## src/sacc_regs.vh

```
// Register offsets, field positions, reset values and timing counts.
`ifndef SACC_REGS_VH
`define SACC_REGS_VH

`define SACC_ADDR_W 8
`define SACC_OFF_MODE 8'h00
`define SACC_OFF_DIVIDE 8'h04
`define SACC_OFF_SAMPLE_TIME 8'h08
`define SACC_OFF_CHANNEL 8'h0C
`define SACC_OFF_START 8'h10
`define SACC_OFF_STATUS 8'h14
`define SACC_OFF_RESULT 8'h18
`define SACC_OFF_IRQ_STATUS 8'h1C
`define SACC_OFF_IRQ_ENABLE 8'h20
`define SACC_OFF_IRQ_CLEAR 8'h24

`define SACC_MODE_NOCAL_BIT 3
`define SACC_MODE_NOPWRDN_BIT 2
`define SACC_RES_10 2'b00
`define SACC_RES_12 2'b01
`define SACC_RES_8 2'b10

`define SACC_ST_BUSY_BIT 0
`define SACC_ST_SAMPLE_BIT 1
`define SACC_ST_VALID_BIT 2
`define SACC_ST_CAL_BIT 3
`define SACC_ST_PWRDN_BIT 4

`define SACC_IRQ_DONE_BIT 0
`define SACC_IRQ_CALDONE_BIT 1
`define SACC_IRQ_INJECT_BIT 2
`define SACC_IRQ_W 3

`define SACC_MODE_RESET 4'h0
`define SACC_DIVIDE_RESET 8'h01
`define SACC_SAMPLE_TIME_RESET 8'h03
`define SACC_CHANNEL_RESET 5'h00

`define SACC_DIV_MULT 4
`define SACC_SAMPLE_EXTRA 2
`define SACC_POSTCAL_TICKS 2
`define SACC_POWERUP_CAL_TICKS 3840

`endif

```

## src/sacc_ctrl.v

```verilog
// Conversion control and sequencing for a 12-bit successive approximation converter.
`timescale 1ns/1ps
`default_nettype none
`include "sacc_regs.vh"

// Operation
// - Mode bit 3 low: two-tick post calibration
// - Mode bit 2 low: power down after conversion
// - Mode bits 1:0 pick 10, 12, 8 bits
// - Converter tick period is 4*(1+divide) cycles
// - Inputs sampled on system clock; start begins conversion
// - Sample phase raises busy and sample together
// - Sample phase lasts 2 plus sample-time ticks
// - Distribution drops sample, one tick per bit
// - Post calibration two ticks, else busy falls
// - Result valid rises as busy falls
// - Result valid holds until next start
// - Latency: sync, sample, distribution, calibration, sync
// - New start abandons conversion and restarts
// - Power-up calibration of 3840 ticks after reset
// - Result held until next result valid rise
module sacc_ctrl #(
	parameter CAL_TICKS = `SACC_POWERUP_CAL_TICKS,
	parameter RES_W = 12
) (
	// Clock and reset.
	input wire clk_sys_i,
	input wire sys_rst_i,
	// Wishbone slave.
	input wire wb_cyc_i,
	input wire wb_stb_i,
	input wire wb_we_i,
	input wire [`SACC_ADDR_W-1:0] wb_adr_i,
	input wire [3:0] wb_sel_i,
	input wire [31:0] wb_dat_i,
	output reg [31:0] wb_dat_o,
	output reg wb_ack_o,
	// Fabric start and analog side.
	input wire conversion_start_i,
	input wire comparator_i,
	output reg [RES_W-1:0] dac_code_o,
	output reg [4:0] channel_o,
	output reg power_down_o,
	// Status.
	output reg busy_o,
	output reg sample_o,
	output reg result_valid_o,
	output reg calibrate_o,
	output reg [RES_W-1:0] result_o,
	output wire irq_o
);

	localparam ST_CAL = 3'd0;
	localparam ST_IDLE = 3'd1;
	localparam ST_SAMPLE = 3'd2;
	localparam ST_DIST = 3'd3;
	localparam ST_POST = 3'd4;

	function [3:0] res_bits;
		input [1:0] code;
		begin
			if (code == `SACC_RES_10)
				res_bits = 4'd10;
			else if (code == `SACC_RES_8)
				res_bits = 4'd8;
			else
				res_bits = 4'd12;
		end
	endfunction

	reg [3:0] mode_reg;
	reg [7:0] divide_reg;
	reg [7:0] stime_reg;
	reg [4:0] chan_reg;
	reg [`SACC_IRQ_W-1:0] irq_stat_reg;
	reg [`SACC_IRQ_W-1:0] irq_en_reg;
	reg [2:0] state_reg;
	reg [11:0] cnt_reg;
	reg [9:0] div_cnt_reg;
	reg [3:0] bit_reg;
	reg [3:0] conv_mode_reg;
	reg [11:0] sar_reg;
	reg sw_start_reg;

	wire wb_req;
	wire wb_wr;
	wire start;
	wire tick;
	wire [9:0] div_limit;
	wire [`SACC_IRQ_W-1:0] irq_set;
	wire conv_done;
	wire cal_done;
	wire inject;
	wire [11:0] sar_bit;
	wire [11:0] sar_next;
	reg [31:0] rd_data;

	assign wb_req = wb_cyc_i & wb_stb_i;
	// Writes land on the edge where the master sees ack.
	assign wb_wr = wb_req & wb_we_i & wb_ack_o & wb_sel_i[0];

	assign start = (conversion_start_i | sw_start_reg) &
		(state_reg != ST_CAL);

	// Period of 4*(1+divide) system cycles; the count is 10 bits wide.
	assign div_limit = {divide_reg, 2'b11};
	assign tick = (div_cnt_reg == div_limit);

	assign conv_done = tick & (cnt_reg == 12'd0) &
		(((state_reg == ST_DIST) &
		conv_mode_reg[`SACC_MODE_NOCAL_BIT]) |
		(state_reg == ST_POST));
	assign cal_done = tick & (cnt_reg == 12'd0) &
		(state_reg == ST_CAL);
	assign inject = start & busy_o;

	assign sar_bit = 12'h001 << bit_reg;
	assign sar_next = comparator_i ? sar_reg : (sar_reg & ~sar_bit);

	assign irq_set[`SACC_IRQ_DONE_BIT] = conv_done;
	assign irq_set[`SACC_IRQ_CALDONE_BIT] = cal_done;
	assign irq_set[`SACC_IRQ_INJECT_BIT] = inject;
	assign irq_o = |(irq_stat_reg & irq_en_reg);

	// Register read decode.
	always @* begin
		rd_data = 32'h0000_0000;
		if (wb_adr_i == `SACC_OFF_MODE) begin
			rd_data[3:0] = mode_reg;
		end else if (wb_adr_i == `SACC_OFF_DIVIDE) begin
			rd_data[7:0] = divide_reg;
		end else if (wb_adr_i == `SACC_OFF_SAMPLE_TIME) begin
			rd_data[7:0] = stime_reg;
		end else if (wb_adr_i == `SACC_OFF_CHANNEL) begin
			rd_data[4:0] = chan_reg;
		end else if (wb_adr_i == `SACC_OFF_STATUS) begin
			rd_data[`SACC_ST_BUSY_BIT] = busy_o;
			rd_data[`SACC_ST_SAMPLE_BIT] = sample_o;
			rd_data[`SACC_ST_VALID_BIT] = result_valid_o;
			rd_data[`SACC_ST_CAL_BIT] = calibrate_o;
			rd_data[`SACC_ST_PWRDN_BIT] = power_down_o;
		end else if (wb_adr_i == `SACC_OFF_RESULT) begin
			rd_data[RES_W-1:0] = result_o;
		end else if (wb_adr_i == `SACC_OFF_IRQ_STATUS) begin
			rd_data[`SACC_IRQ_W-1:0] = irq_stat_reg;
		end else if (wb_adr_i == `SACC_OFF_IRQ_ENABLE) begin
			rd_data[`SACC_IRQ_W-1:0] = irq_en_reg;
		end
	end

	// Bus slave: every address answers, unmapped ones read zero.
	always @(posedge clk_sys_i) begin
		if (sys_rst_i) begin
			wb_ack_o <= 1'b0;
			wb_dat_o <= 32'h0000_0000;
		end else begin
			wb_ack_o <= wb_req & ~wb_ack_o;
			if (wb_req & ~wb_ack_o)
				wb_dat_o <= rd_data;
		end
	end

	// Software registers and interrupt bookkeeping.
	always @(posedge clk_sys_i) begin
		if (sys_rst_i) begin
			mode_reg <= `SACC_MODE_RESET;
			divide_reg <= `SACC_DIVIDE_RESET;
			stime_reg <= `SACC_SAMPLE_TIME_RESET;
			chan_reg <= `SACC_CHANNEL_RESET;
			irq_en_reg <= {`SACC_IRQ_W{1'b0}};
			irq_stat_reg <= {`SACC_IRQ_W{1'b0}};
			sw_start_reg <= 1'b0;
		end else begin
			sw_start_reg <= wb_wr & (wb_adr_i == `SACC_OFF_START) &
				wb_dat_i[0];
			if (wb_wr & (wb_adr_i == `SACC_OFF_MODE))
				mode_reg <= wb_dat_i[3:0];
			if (wb_wr & (wb_adr_i == `SACC_OFF_DIVIDE))
				divide_reg <= wb_dat_i[7:0];
			if (wb_wr & (wb_adr_i == `SACC_OFF_SAMPLE_TIME))
				stime_reg <= wb_dat_i[7:0];
			if (wb_wr & (wb_adr_i == `SACC_OFF_CHANNEL))
				chan_reg <= wb_dat_i[4:0];
			if (wb_wr & (wb_adr_i == `SACC_OFF_IRQ_ENABLE))
				irq_en_reg <= wb_dat_i[`SACC_IRQ_W-1:0];
			// A new event wins over a clear in the same cycle.
			if (wb_wr & (wb_adr_i == `SACC_OFF_IRQ_CLEAR))
				irq_stat_reg <= (irq_stat_reg &
					~wb_dat_i[`SACC_IRQ_W-1:0]) | irq_set;
			else
				irq_stat_reg <= irq_stat_reg | irq_set;
		end
	end

	// Converter clock enable; restarted by each start so phases align.
	always @(posedge clk_sys_i) begin
		if (sys_rst_i)
			div_cnt_reg <= 10'd0;
		else if (start | tick)
			div_cnt_reg <= 10'd0;
		else
			div_cnt_reg <= div_cnt_reg + 10'd1;
	end

	// Conversion sequencer.
	always @(posedge clk_sys_i) begin
		if (sys_rst_i) begin
			state_reg <= ST_CAL;
			cnt_reg <= 12'd0;
			bit_reg <= 4'd0;
			conv_mode_reg <= `SACC_MODE_RESET;
			sar_reg <= 12'h000;
			busy_o <= 1'b0;
			sample_o <= 1'b0;
			result_valid_o <= 1'b0;
			calibrate_o <= 1'b1;
			result_o <= {RES_W{1'b0}};
			dac_code_o <= {RES_W{1'b0}};
			channel_o <= 5'd0;
			power_down_o <= 1'b0;
		end else if (start) begin
			// Injected start drops any conversion in flight.
			state_reg <= ST_SAMPLE;
			cnt_reg <= {4'd0, stime_reg} +
				12'd`SACC_SAMPLE_EXTRA - 12'd1;
			conv_mode_reg <= mode_reg;
			channel_o <= chan_reg;
			busy_o <= 1'b1;
			sample_o <= 1'b1;
			result_valid_o <= 1'b0;
			power_down_o <= 1'b0;
			sar_reg <= 12'h000;
			dac_code_o <= {RES_W{1'b0}};
		end else if (tick) begin
			case (state_reg)
			ST_CAL: begin
				// Power-up calibration counted in converter ticks.
				if (cnt_reg == CAL_TICKS[11:0] - 12'd1) begin
					state_reg <= ST_IDLE;
					calibrate_o <= 1'b0;
					cnt_reg <= 12'd0;
				end else begin
					cnt_reg <= cnt_reg + 12'd1;
				end
			end
			ST_SAMPLE: begin
				if (cnt_reg == 12'd0) begin
					state_reg <= ST_DIST;
					sample_o <= 1'b0;
					// Code 11 is reserved; it converts at 12 bits.
					cnt_reg <= {8'd0,
						res_bits(conv_mode_reg[1:0])} -
						12'd1;
					bit_reg <= 4'd11;
					sar_reg <= 12'h800;
					dac_code_o <= 12'h800;
				end else begin
					cnt_reg <= cnt_reg - 12'd1;
				end
			end
			ST_DIST: begin
				// One decision per tick, most significant bit first.
				sar_reg <= sar_next | (sar_bit >> 1);
				dac_code_o <= sar_next | (sar_bit >> 1);
				bit_reg <= bit_reg - 4'd1;
				if (cnt_reg == 12'd0) begin
					sar_reg <= sar_next;
					dac_code_o <= sar_next;
					if (conv_mode_reg[`SACC_MODE_NOCAL_BIT]) begin
						state_reg <= ST_IDLE;
						busy_o <= 1'b0;
						result_valid_o <= 1'b1;
						result_o <= sar_next;
						power_down_o <=
							~conv_mode_reg[`SACC_MODE_NOPWRDN_BIT];
					end else begin
						state_reg <= ST_POST;
						cnt_reg <= 12'd`SACC_POSTCAL_TICKS -
							12'd1;
					end
				end else begin
					cnt_reg <= cnt_reg - 12'd1;
				end
			end
			ST_POST: begin
				if (cnt_reg == 12'd0) begin
					state_reg <= ST_IDLE;
					busy_o <= 1'b0;
					result_valid_o <= 1'b1;
					result_o <= sar_reg;
					power_down_o <=
						~conv_mode_reg[`SACC_MODE_NOPWRDN_BIT];
				end else begin
					cnt_reg <= cnt_reg - 12'd1;
				end
			end
			default: begin
				state_reg <= ST_IDLE;
			end
			endcase
		end
	end

endmodule // sacc_ctrl
`default_nettype wire

```

## config.mk

```make
export PLATFORM = sky130hd
export DESIGN_NAME = sacc_ctrl
export DESIGN_NICKNAME = d
export VERILOG_FILES = /design/src/sacc_ctrl.v
export VERILOG_INCLUDE_DIRS = /design/src
export SDC_FILE = /design/constraint.sdc
export NUM_CORES = 1
export LEC_CHECK = 0
export BUFFER_PORTS_ARGS = -buffer_cell sky130_fd_sc_hd__buf_2
export CAP_MARGIN = 30
export CELL_PAD_IN_SITES_DETAIL_PLACEMENT = 1
export CELL_PAD_IN_SITES_GLOBAL_PLACEMENT = 2
export CORE_UTILIZATION = 35
export CTS_CLUSTER_SIZE = 10
export DETAILED_ROUTE_END_ITERATION = 10
export PLACE_DENSITY = 0.95
export SKIP_CTS_REPAIR_TIMING = 1
export SYNTH_ARGS = -nofsm -noshare
export SYNTH_HDL_FRONTEND = slang
export SYNTH_SLANG_ARGS = --single-unit
```

## constraint.sdc

```tcl
create_clock -name clk_sys_i -period 6.4 [get_ports clk_sys_i]
set_clock_uncertainty 0.05 [all_clocks]
set_input_delay 0.96 -clock clk_sys_i [delete_from_list [all_inputs] [get_ports clk_sys_i]]
set_output_delay 0.96 -clock clk_sys_i [all_outputs]
set_load 0.02 [all_outputs]
```

==> impl_metrics.py <==
metrics = {
    "grt": {
        "use_met1": 0.2995,
        "grt_pass1_wl_um": 32650,
        "overflow": 0,
        "grt_usage": 0.2262,
        "grt.busiest_layer": "met2",
        "first_global_vias": 6006,
        "grtUsageMet3": 0.03185,
        "grt_max_degree": 79,
        "use_met2": 0.3746,
        "antenna_found_initial": 0,
    },
    "yosys": {
        "yosysTopAreaCell": "dfxtp_1",
        "ys_types": 83,
        "yosysMostFrequentCell": "nand2_1",
        "synth.cell_area_um2": 6389,
        "netlist_top_cells_area": "dfxtp_1, nand2_1, a21oi_1",
        "synth_seq_cells": 112,
        "syn_area_per_cell_um2": 8.006,
        "ys_seq_area_frac": 0.3510,
        "synth_xor_area_frac": 0.03702,
        "synth_top_family_by_area": "simple AND/OR/NAND/NOR gates",
        "synth-compound-area-share": 0.2311,
        "synth_top_area_share": 0.3510,
        "ys.flop_type": "dfxtp_1",
        "synth_common_cells": "nand2_1, dfxtp_1, a21oi_1, nand3_1, nor2_1",
        "synth-simple-area-share": 0.2695,
        "synthCells": 798,
        "synth.area.mux_share": 0.01723,
        "synth_edf_count": 0,
        "async_flop_share": 0,
        "yosysWarnings": 0,
        "yosys.area_share.adder": 0.01958,
    },
    "pwr": {
        "p_sw_frac": 0.2503,
        "vdd_drop_max_uv": 114.9,
        "p_clk_frac": 0.438,
        "power.internal_w": 0.001059,
        "netSwitchingPower_w": 0.0003537,
        "p_leak_nw": 2.671,
        "p_seq_frac": 0.499,
        "power_density_nw_per_um2": 199.4,
        "p_comb_frac": 0.063,
    },
    "setup_path": {
        "critical_path_required_ps": 6600,
        "critical_path.max_stage_delay_ps": 640,
        "crit_start": "sys_rst_i",
        "cp_slowest_cell": "buf_4",
        "rr_startpoint": "state_reg[0]",
        "crit_arrival_ps": 3290,
        "path_cells": "buf_2 -> buf_4 -> inv_1 -> nand2_1 -> nor4_4 -> a31o_2",
        "crit_path_end_kind": "flip-flop",
        "path_class": "in -> reg",
        "cp_max_fo": 78,
        "cp-start-kind": "input pin",
    },
    "clock_network": {
        "cts_buffer_depth": 2,
        "clock-root-buffer": "clkbuf_16",
        "cts_max_level": 3,
        "clk_latency_ps": 360,
        "cts_tree": "done",
        "clk_pin_slew_ps": 80,
        "cts_buffers": 9,
        "cts_sinks": 112,
    },
    "run_status": {
        "status": "completed",
    },
    "timing": {
        "period_needed_ps": 3082,
        "finalSetupTns_ps": 0,
        "drv_slew": 0,
        "min_period_over_period": 0.4816,
        "timing.fmax_ghz": 0.3244,
        "rsz0062_at_grt": "false",
        "worst_pin_slew_ps": 863.3,
        "relSlewSlack": 0.4192,
        "worst_slack_ps": 3318,
        "hold_viol": 0,
        "setup_viol_count_final": 0,
    },
    "die": {
        "die_w_um": 137.1,
        "start_util": 0.3569,
        "core.rowCount": 49,
        "core_um2": 17900,
        "die_h_um": 137.1,
        "dieArea_um2": 18800,
        "io_pins": 119,
    },
    "placement": {
        "gp_congestion": 0.8282,
        "port_buffers": 71,
        "dp_cells": 1053,
        "dp_hpwl_um": 14780,
        "dpl_worst_slack_ps": 2949,
    },
    "route": {
        "drt_iter0_markers": 411,
        "vias_per_cell": 5.699,
        "drt_wl_total_um": 20630,
        "ant_nets": 0,
        "routedWlPerCell_um": 19.29,
        "drc": 0,
        "vias": 6092,
        "drtPass1Iterations": 5,
    },
    "hold_path": {
        "min-delay-start": "wb_dat_o[9]",
        "hp-class": "reg -> reg",
    },
    "cells_and_area": {
        "stdcell_count": 1069,
        "num_antenna_cells": 0,
        "area_growth_pct": 10.91,
        "nets": 896,
        "drive_gt1_frac": 0.1583,
    },
    "run": {
        "cap_violations": 0,
    },
}
## cell families after synthesis
family | count (synthesis)
AOI/OAI and AO/OA | 216
xor gates and xnor gates | 27
adders and majority gates | 10
buffers and inverters | 93
DFF | 112
muxes | 11
other | 1
and+or+nand+nor | 328
## cell type report
cell class / instances / area (µm²)
Clock buffer: 12 / 266.5
Clock inverter: 4 / 51.30
Fill cell: 2254 / 10820
Inverter: 21 / 78.83
Multi-Input combinational cell: 612 / 3745
Sequential cell: 112 / 2242
Tap cell: 229 / 286.5
Timing Repair Buffer: 79 / 415.4
## worst paths after layout
check	end	slack, ps	cells past startpoint
worst min register to register	wb_dat_o[9]	400	2
worst max-delay path	sar_reg[5]	3320	6
worst min-delay path	wb_dat_o[9]	400	2
worst max register to register	sar_reg[5]	3530	7
## power by group through the flow
stage	combinational (W)	sequential, W	clock (W)
finish	0.0000887	0.000705	0.000619
global route	0.0000961	0.000707	0.000652
CTS	0.0000880	0.000705	0.000624
detailed placement	0.0000877	0.000722	0
global placement	0.0000865	0.000722	0
floorplan	0.0000644	0.000723	0
## worst max-delay path, delay by kind of cell
| kind | cells | cell delay [ps] |
|---|---|---|
| AOI/OAI and AO/OA | 1 | 280 |
| buffers and inverters | 3 | 1270 |
| and+or+nand+nor | 2 | 730 |
## metrics by stage
| stage | utilization | hold slack [ps] | cell area, µm² | power, W |
|---|---|---|---|---|
| 3_3_place_gp | 0.3780 | 388.7 | 6768 | 0.0008083 |
| 4_1_cts | 0.3958 | 403.1 | 7086 | 0.001417 |
| 3_5_place_dp | 0.3780 | 392.2 | 6768 | 0.0008097 |
| 5_1_grt | 0.3958 | 425.5 | 7086 | 0.001455 |
| 6_report | 0.3958 | 404.4 | 7086 | 0.001413 |
| 2_1_floorplan | - | 376.0 | 6460 | 0.0007879 |
## per-layer routing
layer	part of all wire	up-vias
li1	-	2933
met1	0.46	2994
met2	0.48	137
met3	0.039	28
met5	0	-
met4	0.019	0
## layout by cell type, fill, tap and decap left out, types with 15 or more instances in the layout
cell type / n
dfxtp_1: 112
nand2_1: 115
conb_1: 20
o21ai_0: 40
nor2_1: 54
xnor2_1: 15
inv_1: 21
buf_2: 71
nand3_1: 63
a21oi_1: 74
Note: power is estimated with default switching activity, not from simulation.
